## config.mk

```make
export PLATFORM = sky130hd
export DESIGN_NAME = smbsl_slave
export DESIGN_NICKNAME = d
export VERILOG_FILES = /design/src/rtl/smbsl_slave.v
export VERILOG_INCLUDE_DIRS = /design/src /design/src/rtl
export SDC_FILE = /design/constraint.sdc
export NUM_CORES = 2
export LEC_CHECK = 0
export BUFFER_PORTS_ARGS = -buffer_cell sky130_fd_sc_hd__buf_2
export CAP_MARGIN = 25
export CORE_MARGIN = 1.5
export CORE_UTILIZATION = 45
export DETAILED_ROUTE_END_ITERATION = 10
export GPL_TIMING_DRIVEN = 0
export PLACE_DENSITY = 0.61
export SYNTH_ARGS = -nofsm -noshare
export SYNTH_HDL_FRONTEND = slang
export SYNTH_SLANG_ARGS = --single-unit
```

## constraint.sdc

```tcl
create_clock -name ref_clk -period 12.2 [get_ports ref_clk]
set_input_delay 1.22 -clock ref_clk [delete_from_list [all_inputs] [get_ports ref_clk]]
set_output_delay 1.22 -clock ref_clk [all_outputs]
set_load 0.01 [all_outputs]
```

## src/rtl/smbsl_defines.vh

```
// Function
// - Answer only to fixed seven-bit slave address 0101110.
// - Byte is eight data bits MSB first then one acknowledge bit.
// - Data changes only while clock low; rising data with clock high is stop.
// - Direction set in address byte holds until a new start.
// - Accept one or two written bytes; supply exactly one read byte.
// - First byte after a write address loads the register pointer.
// - Second written byte is stored into the pointed register.
// - Read returns the pointed register; pointer is kept between reads.
// - Send byte: address with write, command byte sets pointer, each acked.
// - Write byte: address, command, data; device acks all three.
// - Receive byte: ack read address, drive pointed byte, master nacks.
// - Read byte: pointer write, repeated start, single-byte read.
// - Repeated start begins a new operation with a fresh address byte.
// - With timeout on, no bus activity for 35 ms releases the data line.
// - Bit 6 of configuration register one disables the timeout when set.
`ifndef SMBSL_DEFINES_VH
`define SMBSL_DEFINES_VH
`define SMBSL_SLAVE_ADDR   7'h2E
`define SMBSL_CFG1_IDX     8'h40
`define SMBSL_BUS_TIMEOUT_DISABLE_BIT    6
`define SMBSL_CFG1_RESET   8'h00
`define SMBSL_TIMEOUT_MS   35
`define SMBSL_CLK_HZ       40000000
`define SMBSL_TIMEOUT_CYC  ((`SMBSL_CLK_HZ / 1000) * `SMBSL_TIMEOUT_MS)
`define SMBSL_PTR_RESET    8'h00
`endif

```

## src/rtl/smbsl_slave.v

```verilog
`timescale 1ns/1ps
`default_nettype none
`include "smbsl_defines.vh"

// =====================================================================
// SMBus slave: pointer register, 256-entry byte register file, timeout
//
// Overview of behaviour
// - Both bus lines are sampled by the core clock, never used as clocks.
// - Every pin edge is seen four to five core cycles late.
// - The bus clock must stay low long enough to cover that latency;
//   a low phase under about eight core cycles is not supported.
// - The data line is open drain: sda_out is always low and sda_oe
//   decides whether the line is pulled down.
// - Address byte: seven address bits then the direction bit.
// - Only the fixed slave address is acknowledged.
// - Write: first byte loads the pointer, second byte is stored.
// - A third written byte is not acknowledged; the engine goes idle.
// - Read: one byte from the pointed register, then the line is let go.
// - The pointer is kept across stop and repeated start, so a later
//   read needs no fresh pointer write.
// - Start or stop in the middle of a byte throws the partial byte away.
// - A bus parked with no edges for the timeout interval releases the
//   data line, unless the disable bit of configuration one is set.
//
// Hazards and limits
// - The register file has no reset; reading an unwritten index returns
//   whatever the memory powered up with.
// - Configuration one is mirrored in a flop so the timeout logic does
//   not need a second read port on the memory.
// - The idle counter saturates rather than wraps, so a very long park
//   with the timeout disabled can never fire a late, false timeout.
// - No clock stretching: the engine keeps up only with a master that meets the low-phase limit above.
// =====================================================================
module smbsl_slave #(
  parameter TIMEOUT_CYC = `SMBSL_TIMEOUT_CYC
) (
  input  wire       ref_clk,
  input  wire       nrst,
  input  wire       scl_in,
  input  wire       sda_in,
  output reg        sda_out,
  output reg        sda_oe,
  output reg  [7:0] ptr_out,
  output reg        wr_strobe,
  output reg  [7:0] wr_addr,
  output reg  [7:0] wr_data,
  output reg        timeout_flag
);

  // States, one-hot
  localparam [5:0] ST_IDLE = 6'b00_0001;
  localparam [5:0] ST_ADDR = 6'b00_0010;
  localparam [5:0] ST_RXB  = 6'b00_0100;
  localparam [5:0] ST_ACK  = 6'b00_1000;
  localparam [5:0] ST_TXB  = 6'b01_0000;
  localparam [5:0] ST_MACK = 6'b10_0000;

  // =====================================================================
  // Input synchronisers: three flops, change accepted when 2nd and 3rd agree
  reg [2:0] scl_sync_reg;
  reg [2:0] sda_sync_reg;
  reg       scl_reg;
  reg       sda_reg;
  always @(posedge ref_clk or negedge nrst) begin
    if (!nrst) begin
      scl_sync_reg <= 3'b111;
      sda_sync_reg <= 3'b111;
      scl_reg      <= 1'b1;
      sda_reg      <= 1'b1;
    end else begin
      scl_sync_reg <= {scl_sync_reg[1:0], scl_in};
      sda_sync_reg <= {sda_sync_reg[1:0], sda_in};
      if (scl_sync_reg[1] == scl_sync_reg[2])
        scl_reg <= scl_sync_reg[2];
      if (sda_sync_reg[1] == sda_sync_reg[2])
        sda_reg <= sda_sync_reg[2];
    end
  end

  reg  scl_d_reg;
  reg  sda_d_reg;
  always @(posedge ref_clk or negedge nrst) begin
    if (!nrst) begin
      scl_d_reg <= 1'b1;
      sda_d_reg <= 1'b1;
    end else begin
      scl_d_reg <= scl_reg;
      sda_d_reg <= sda_reg;
    end
  end

  // =====================================================================
  // Edge decoding, shared by the clock edges and the bus conditions

  // Edge of one synchronised line; rising selects the direction
  function smbsl_edge;
    input now_lvl;
    input prev_lvl;
    input rising;
    begin
      if (rising)
        smbsl_edge = now_lvl & ~prev_lvl;
      else
        smbsl_edge = ~now_lvl & prev_lvl;
    end
  endfunction

  // Data edge while the clock stayed high for two samples
  // Requiring two high samples keeps a data change that races the
  // clock's own edge from being taken for a start or a stop
  function smbsl_cond;
    input scl_now;
    input scl_prev;
    input sda_now;
    input sda_prev;
    input rising;
    begin
      smbsl_cond = scl_now & scl_prev &
                   smbsl_edge(sda_now, sda_prev, rising);
    end
  endfunction

  wire scl_rise = smbsl_edge(scl_reg, scl_d_reg, 1'b1);
  wire scl_fall = smbsl_edge(scl_reg, scl_d_reg, 1'b0);
  wire start_det = smbsl_cond(scl_reg, scl_d_reg, sda_reg, sda_d_reg, 1'b0);
  wire stop_det  = smbsl_cond(scl_reg, scl_d_reg, sda_reg, sda_d_reg, 1'b1);
  wire bus_act   = scl_rise | scl_fall | (sda_reg ^ sda_d_reg);

  // =====================================================================
  // Register file and state
  reg [7:0]  regs_mem [0:255];
  reg [5:0]  state_reg;
  reg [3:0]  bit_cnt_reg;
  reg [7:0]  shift_reg;
  reg        rnw_reg;
  reg [1:0]  wbyte_cnt_reg;
  reg [7:0]  cfg1_reg;
  reg [31:0] idle_cnt_reg;

  // Timeout enabled unless disable bit set
  // timeout disable
  wire to_enable = ~cfg1_reg[`SMBSL_BUS_TIMEOUT_DISABLE_BIT];
  wire to_hit = to_enable && (idle_cnt_reg >= TIMEOUT_CYC - 1) &&
                (state_reg != ST_IDLE);

  // Idle counter: restarts on any line activity
  always @(posedge ref_clk or negedge nrst) begin
    if (!nrst) begin
      idle_cnt_reg <= 32'h0000_0000;
    end else if (bus_act || state_reg == ST_IDLE) begin
      idle_cnt_reg <= 32'h0000_0000;
    end else if (idle_cnt_reg != 32'hFFFF_FFFF) begin
      idle_cnt_reg <= idle_cnt_reg + 32'h0000_0001;
    end
  end

  // Configuration register one is written through the bus like others;
  // mirrored here because the timeout logic reads it every cycle
  always @(posedge ref_clk or negedge nrst) begin
    if (!nrst) begin
      cfg1_reg <= `SMBSL_CFG1_RESET;
    end else if (wr_strobe && wr_addr == `SMBSL_CFG1_IDX) begin
      cfg1_reg <= wr_data;
    end
  end

  // Memory write port; no reset, contents are don't-care after power-up
  always @(posedge ref_clk) begin
    if (wr_strobe)
      regs_mem[wr_addr] <= wr_data;
  end

  // =====================================================================
  // Protocol engine
  always @(posedge ref_clk or negedge nrst) begin
    if (!nrst) begin
      state_reg     <= ST_IDLE;
      bit_cnt_reg   <= 4'h0;
      shift_reg     <= 8'h00;
      rnw_reg       <= 1'b0;
      wbyte_cnt_reg <= 2'b00;
      sda_out       <= 1'b0;
      sda_oe        <= 1'b0;
      ptr_out       <= `SMBSL_PTR_RESET;
      wr_strobe     <= 1'b0;
      wr_addr       <= 8'h00;
      wr_data       <= 8'h00;
      timeout_flag  <= 1'b0;
    end else begin
      wr_strobe    <= 1'b0;
      timeout_flag <= 1'b0;
      sda_out      <= 1'b0;
      if (start_det) begin
        // fresh address after start; aborts a partial byte
        state_reg   <= ST_ADDR;
        bit_cnt_reg <= 4'h0;
        sda_oe      <= 1'b0;
      end else if (stop_det) begin
        state_reg <= ST_IDLE;
        sda_oe    <= 1'b0;
      end else if (to_hit) begin
        state_reg    <= ST_IDLE;
        sda_oe       <= 1'b0;
        timeout_flag <= 1'b1;
      end else begin
        case (state_reg)
          ST_IDLE: begin
            sda_oe <= 1'b0;
          end
          ST_ADDR, ST_RXB: begin
            // sample MSB first on rising clock
            if (scl_rise) begin
              shift_reg   <= {shift_reg[6:0], sda_reg};
              bit_cnt_reg <= bit_cnt_reg + 4'h1;
            end else if (scl_fall && bit_cnt_reg == 4'h8) begin
              bit_cnt_reg <= 4'h0;
              if (state_reg == ST_ADDR) begin
                if (shift_reg[7:1] == `SMBSL_SLAVE_ADDR) begin
                  rnw_reg       <= shift_reg[0];
                  wbyte_cnt_reg <= 2'b00;
                  state_reg     <= ST_ACK;
                  sda_oe        <= 1'b1;
                end else begin
                  state_reg <= ST_IDLE;
                end
              end else if (wbyte_cnt_reg == 2'b00) begin
                // first byte is pointer; send byte
                ptr_out       <= shift_reg;
                wbyte_cnt_reg <= 2'b01;
                state_reg     <= ST_ACK;
                sda_oe        <= 1'b1;
              end else if (wbyte_cnt_reg == 2'b01) begin
                wr_strobe     <= 1'b1;
                wr_addr       <= ptr_out;
                wr_data       <= shift_reg;
                wbyte_cnt_reg <= 2'b10;
                state_reg     <= ST_ACK;
                sda_oe        <= 1'b1;
              end else begin
                // third byte refused, line left released
                state_reg <= ST_IDLE;
              end
            end
          end
          ST_ACK: begin
            // Ack held across the ninth pulse; on its falling edge released for a write, set from data bit 7 for a read
            if (scl_fall) begin
              if (rnw_reg) begin
                shift_reg   <= regs_mem[ptr_out];
                sda_oe      <= ~regs_mem[ptr_out][7];
                bit_cnt_reg <= 4'h1;
                state_reg   <= ST_TXB;
              end else begin
                sda_oe    <= 1'b0;
                state_reg <= ST_RXB;
              end
            end
          end
          ST_TXB: begin
            // Open drain: enable low bits only; shift on falling clock
            if (scl_fall) begin
              if (bit_cnt_reg == 4'h8) begin
                sda_oe    <= 1'b0;
                state_reg <= ST_MACK;
              end else begin
                sda_oe      <= ~shift_reg[6];
                shift_reg   <= {shift_reg[6:0], 1'b0};
                bit_cnt_reg <= bit_cnt_reg + 4'h1;
              end
            end
          end
          ST_MACK: begin
            // one byte only; further pulses get no data
            if (scl_fall)
              state_reg <= ST_IDLE;
          end
          default: begin
            state_reg <= ST_IDLE;
            sda_oe    <= 1'b0;
          end
        endcase
      end
    end
  end

  // combined read
  // The pointer survives a repeated start, so a pointer write followed
  // by a repeated start and a read needs no extra logic here.

endmodule
`default_nettype wire

```

### Word level (Yosys, flattened, before mapping)

Memory sizes are Yosys's and may differ from the RTL's.
Index checks and enable logic that the tools add are counted.

| cells by class | value |
|---|---|
| $add $sub $neg | 2 |
| order comparisons | 1 |
| equal/unequal tests | 37 |
| muxes and demuxes | 65 |
| bitwise gates (word level) | 23 |
| reduce and logical (&&, ||, !) cells | 19 |

Operator list:

| cell | number |
|---|---|
| $mux 32 | 2 |
| $mux 6 | 10 |
| $mux 4 | 12 |
| $mux 8 | 5 |
| $add 32x1->32 const B | 1 |
| $ge 32x21->1 const B | 1 |
| $ne 32x32->1 const B | 1 |
| $reduce_and 8->1 | 4 |
| $ne 5x5->1 const B | 6 |
| $pmux 6 s5 | 1 |
| $mux 1 | 27 |
| $pmux 8 s3 | 1 |
| $reduce_and 9->1 | 2 |
| $ne 2x2->1 const B | 7 |
| $reduce_and 7->1 | 2 |
| $not 1->1 | 13 |
| $ne 3x3->1 const B | 4 |
| $ne 4x4->1 const B | 3 |
| $pmux 4 s3 | 1 |
| $eq 8x7->1 const B | 1 |
| $mux 2 | 4 |
| $and 1x1->1 | 7 |
| $eq 7x6->1 const B | 1 |
| $ne 7x7->1 const B | 1 |
| 24 further kinds | 30 |

| word-level totals | value |
|---|---|
| register bits | 97 |
| bits in writable memories | 2048 |
| output and inout port bits | 28 |
| memories kept | 1 |

Memories:

| name | words | width | rd ports | clocked after Yosys merged registers in | write ports | line | RTL |
|---|---|---|---|---|---|---|---|
| regs_mem | 256 | 8 | 1 | 0 | 1 | smbsl_slave.v:132 | `reg [7:0] regs_mem [0:255];` |

### Depth between registers and ports, before layout

| depth | value |
|---|---|
| depth in word-level cells | 10 |
| gate-level depth with buffers | 14 |
| gate-level depth less buffers | 9 |

### Worst setup path after synthesis

Ideal clock, no wire load.

| path | value |
|---|---|
| path type | flip-flop to output port |
| start | register wr_data[6] |
| end | output wr_data[6] |
| arrival | 3.253 ns |
| data required time | 10.980 ns |
| setup slack | 7.727 ns |
| cell stages (with the launch flop) | 1 |
| path buffers | 0 |
| path through | dfrtp_1 |

RTL lines:

| item | line | RTL |
|---|---|---|
| start: declaration | smbsl_slave.v:47 | `output reg [7:0] wr_data,` |
| start signal: assignment | smbsl_slave.v:236 | `wr_data <= shift_reg;` |

No word-level cell between the ends.

### Worst setup path in the final report

| path | value |
|---|---|
| start | register ptr_out[1] |
| end | register shift_reg[5] |

| between the ends | value |
|---|---|
| word-level cells in the longest chain between the ends | 4 |

Ends and longest elaborated chain:

| item | line | RTL |
|---|---|---|
| start: declaration | smbsl_slave.v:44 | `output reg [7:0] ptr_out,` |
| start signal: assignment | smbsl_slave.v:185 | `` ptr_out <= `SMBSL_PTR_RESET; `` |
| start signal: assignment | smbsl_slave.v:229 | `ptr_out <= shift_reg;` |
| $mem_v2 256x8 | n/a |  |
| $mux 8 | smbsl_slave.v:249 | `if (rnw_reg) begin` |
| $mux 8 | smbsl_slave.v:248 | `if (scl_fall) begin` |
| $pmux 8 s3 | smbsl_slave.v:207 | `case (state_reg)` |
| end signal: assignment | smbsl_slave.v:214 | `shift_reg <= {shift_reg[6:0], sda_reg};` |
| end signal: assignment | smbsl_slave.v:250 | `shift_reg <= regs_mem[ptr_out];` |
| end signal: assignment | smbsl_slave.v:268 | `shift_reg <= {shift_reg[6:0], 1'b0};` |
| end: declaration | smbsl_slave.v:135 | `reg [7:0] shift_reg;` |

Every way passes these cells. The select of a mux whose other input is x is not followed.
A chain may end at the register's enable or synchronous reset.

==> metrics.txt <==
RSZ-0062 raised after global routing no; Setup TNS 0 ns; cell with the biggest individual delay on the critical path a221oi_1; router iterations before antenna repair 6; global-route wire length before repair 364 mm; Die Outline Area 189,000 µm²; drc violations 0; clock latency reported for the late side of the worst-skew pair 0.90 ns; total CTS buffers 213; Final #Nets 4,460; leading cell type in the layout, fill and taps excluded edfxtp_1; flip-flop count of the largest register after layout 2,048; Worst EP required 12.92 ns; Top Family by Delay on Critical Path buffers and inverters; maximum number of pins on one net before global-route repair 102; Gate power share 0.6%; clock sink count 2,139; number of core rows 158; final count of pins violating max slew 0; WP depth 12; placer congestion estimate 0.974; leakage power 24.4 nW; run status finished, final reports clean; initial antenna violation count 22; clock share of power 44.8%; startpoint-to-endpoint class of the critical path flip-flop to flip-flop; Peak supply drop 0.000151 V; reported net switching power 0.00300 W; Area Overhead vs Synth 14.1%; vias after detailed routing 46,152; area of the core 185,000 µm²; number of instances in the synthesized netlist 4,097; path type of the worst min-delay path primary input to asynchronous set/reset pin; average wire per standard cell 37.7 µm; number of violations of the max-capacitance limit 0; busiest metal layer after global routing met2; most used cells in the layout excluding fill and tap cells 2,048 x edfxtp_1, 519 x mux4_2, 319 x nor2_1; met2 Usage GRT 41.3%; switching power as a share of total power 20.6%; list of cells traversed by the critical path buf_4, buf_2, buf_4, buf_2, buf_2, mux4_2, a22oi_1, nand2_1, a221oi_1, a211oi_1, nand4b_1, o211ai_1; number of top-level pins 32; transition time at the pin with the least slew margin 1.28 ns; non-filler cells, final 7,120; Unique masters post-synth 82; Fin. Hold Viols 0; start point of the critical path ptr_out[1]; slack of the worst reg-to-reg path 6.49 ns; dominant cell type by count on the critical path buf_2; Post-Syn Nets 4,110; fin crit share 46.8%; final routed wirelength across all metal layers 269 mm; met3 routing resource usage after global routing 9.06%; Worst Clk Skew 0.0795 ns; top fanout value on the critical path 10; number of setup buffers added after CTS 0; startpoint types flip-flop; Max transition margin 15.0%; Buf/Inv on CP 5; total number of H-tree levels 4; total placed instance area 88,800 µm²; quantity of I/O buffers inserted on ports 30; number of violations reported at the end of detailed-routing iteration 0 7,941; area of all sequential standard cells 63,800 µm²; share of synthesized registers carrying an async set or reset 4.25%; worst setup path end shift_reg[5]; proportion of synthesized chip area in sequential cells 75.9%; estimated wirelength of the detail-placed design 181 mm; buffer levels on the longest clock path 3; Ys Warns 0; number of instances resized during post-cts repair 0; Crit Reg-Reg Startpoint ptr_out[1]; clock slew seen by the registers of the worst setup and hold paths 0.07 ns; Max Freq 0.175 GHz; count of nets left with antenna violations after detail routing 0; master cell of the clock root buffer clkbuf_16; Post-Synthesis Mean Instance Area 20.5 µm²; post-route cell area 96,000 µm²; # hold bufs at CTS 0; worst path arrival time 6.42 ns; flop and latch count out of synthesis 2,139; initial cell density of the core 45.3%; CP Capture Type flip-flop; number of synthesized flops with an enable pin 2,048; Die X-Extent 435 µm; all-layer global routing usage 28.1%; part of the power in registers 54.6%; GRT overflow 0; power density relative to cell area 152 nW/µm²; die height 435 µm; share of layout cells above drive strength 1 25.3%; fraction of met1 tracks used by global routing 38.2%; cell depth of the worst flop-to-flop path 12; TritonCTS clock tree built; via density per instance 6.48; Internal Pwr Total 0.0116 W; area of the mapped netlist 84,100 µm²; dominant register cell in the synthesized netlist edfxtp_1; placed cells 6,691; maximum cell stage delay along the critical path 1.05 ns; worst hold margin 0.313 ns; Filler cells 14,664; final setup fails 0; Period minus WS final 5.71 ns; terminus of the critical flop-to-flop path shift_reg[5]; multi-input logic area 18,800 µm²; number of global-route vias before repair 44,157
## area by class of cell
| class | instances | area share [%] |
|---|---|---|
| Antenna cell | 11 | 0.0287 |
| Buffer | 241 | 1.51 |
| Clock buffer | 263 | 5.79 |
| Clock inverter | 134 | 1.45 |
| Inverter | 21 | 0.0821 |
| Multi-Input combinational cell | 1696 | 19.6 |
| Sequential cell | 2139 | 66.5 |
| Tap cell | 2480 | 3.23 |
| Timing Repair Buffer | 135 | 1.80 |
## worst min path at each step
stage / start / to / slack [ns] / cells past startpoint
4_1_cts: nrst / bit_cnt_reg[3] / 0.30 / 1
2_1_floorplan: scl_sync_reg[0] / scl_sync_reg[1] / 0.35 / 0
3_3_place_gp: sda_sync_reg[0] / sda_sync_reg[1] / 0.35 / 0
6_report: nrst / timeout_flag / 0.31 / 1
3_5_place_dp: sda_sync_reg[0] / sda_sync_reg[1] / 0.35 / 0
5_1_grt: nrst / bit_cnt_reg[3] / 0.33 / 1
## power groups by stage
stage,logic [W],clock network [W],registers (W)
2_1_floorplan,0.0000593,0,0.00810
3_3_place_gp,0.0000880,0,0.00811
3_5_place_dp,0.0000911,0,0.00811
4_1_cts,0.0000916,0.00656,0.00796
5_1_grt,0.000104,0.00684,0.00796
6_report,0.0000924,0.00652,0.00796
## through the flow
| stage | util (%) | total power, W | worst slack (ns) |
|---|---|---|---|
| floorplan | - | 0.00816 | 7.73 |
| CTS | 51.6 | 0.0146 | 6.93 |
| detailed placement | 47.9 | 0.00821 | 6.98 |
| finish | 51.8 | 0.0146 | 6.49 |
| global placement | 47.1 | 0.00820 | 3.64 |
| global route | 51.7 | 0.0149 | 6.77 |
## worst register-to-register path, cell delays in order, from the launching register on
cell and delay [ns]:
dfrtp_1 0.63, buf_4 0.28, buf_2 0.41, buf_4 0.52, buf_2 0.59, buf_2 0.68, mux4_2 0.41, a22oi_1 0.26
nand2_1 0.13, a221oi_1 1.05, a211oi_1 0.30, nand4b_1 0.19, o211ai_1 0.10
## logic make-up (layout without fill, tap and decap cells)
group / count (synthesis) / after routing / synth area share (%)
AOI/OAI and AO/OA: 362 / 362 / 3.01
xor gates and xnor gates: 24 / 24 / 0.250
adders and majority gates: 11 / 11 / 0.158
buffers and inverters: 262 / 794 / 1.79
DFF: 2139 / 2139 / 75.9
muxes: 614 / 614 / 15.1
other: 1 / 12 / 0.00446
and+or+nand+nor: 684 / 684 / 3.79
## Yosys cell counts, drive strengths merged (19+ instances only)
| library cell | number | area, µm² |
|---|---|---|
| nor2b | 24 | 150 |
| nand4 | 21 | 131 |
| nand3 | 85 | 425 |
| nand2 | 98 | 368 |
| nor2 | 328 | 1240 |
| o22ai | 20 | 125 |
| o21ai | 51 | 255 |
| mux4 | 519 | 11700 |
| xor2 | 21 | 184 |
| edfxtp | 2048 | 61500 |
| buf | 131 | 1010 |
| dfrtp | 80 | 2000 |
| clkbuf | 110 | 413 |
| a22oi | 122 | 916 |
| a21oi | 55 | 275 |
| nor3 | 19 | 95.1 |
| mux2 | 47 | 563 |
| mux2i | 48 | 480 |
| and3 | 25 | 156 |
## per-layer routing
layer	vias up	part of all wire, %
met3	724	13
met4	25	5.5
li1	17721	-
met2	3435	44
met1	24247	37
met5	-	0.074
(Power assumes the default switching activity.)
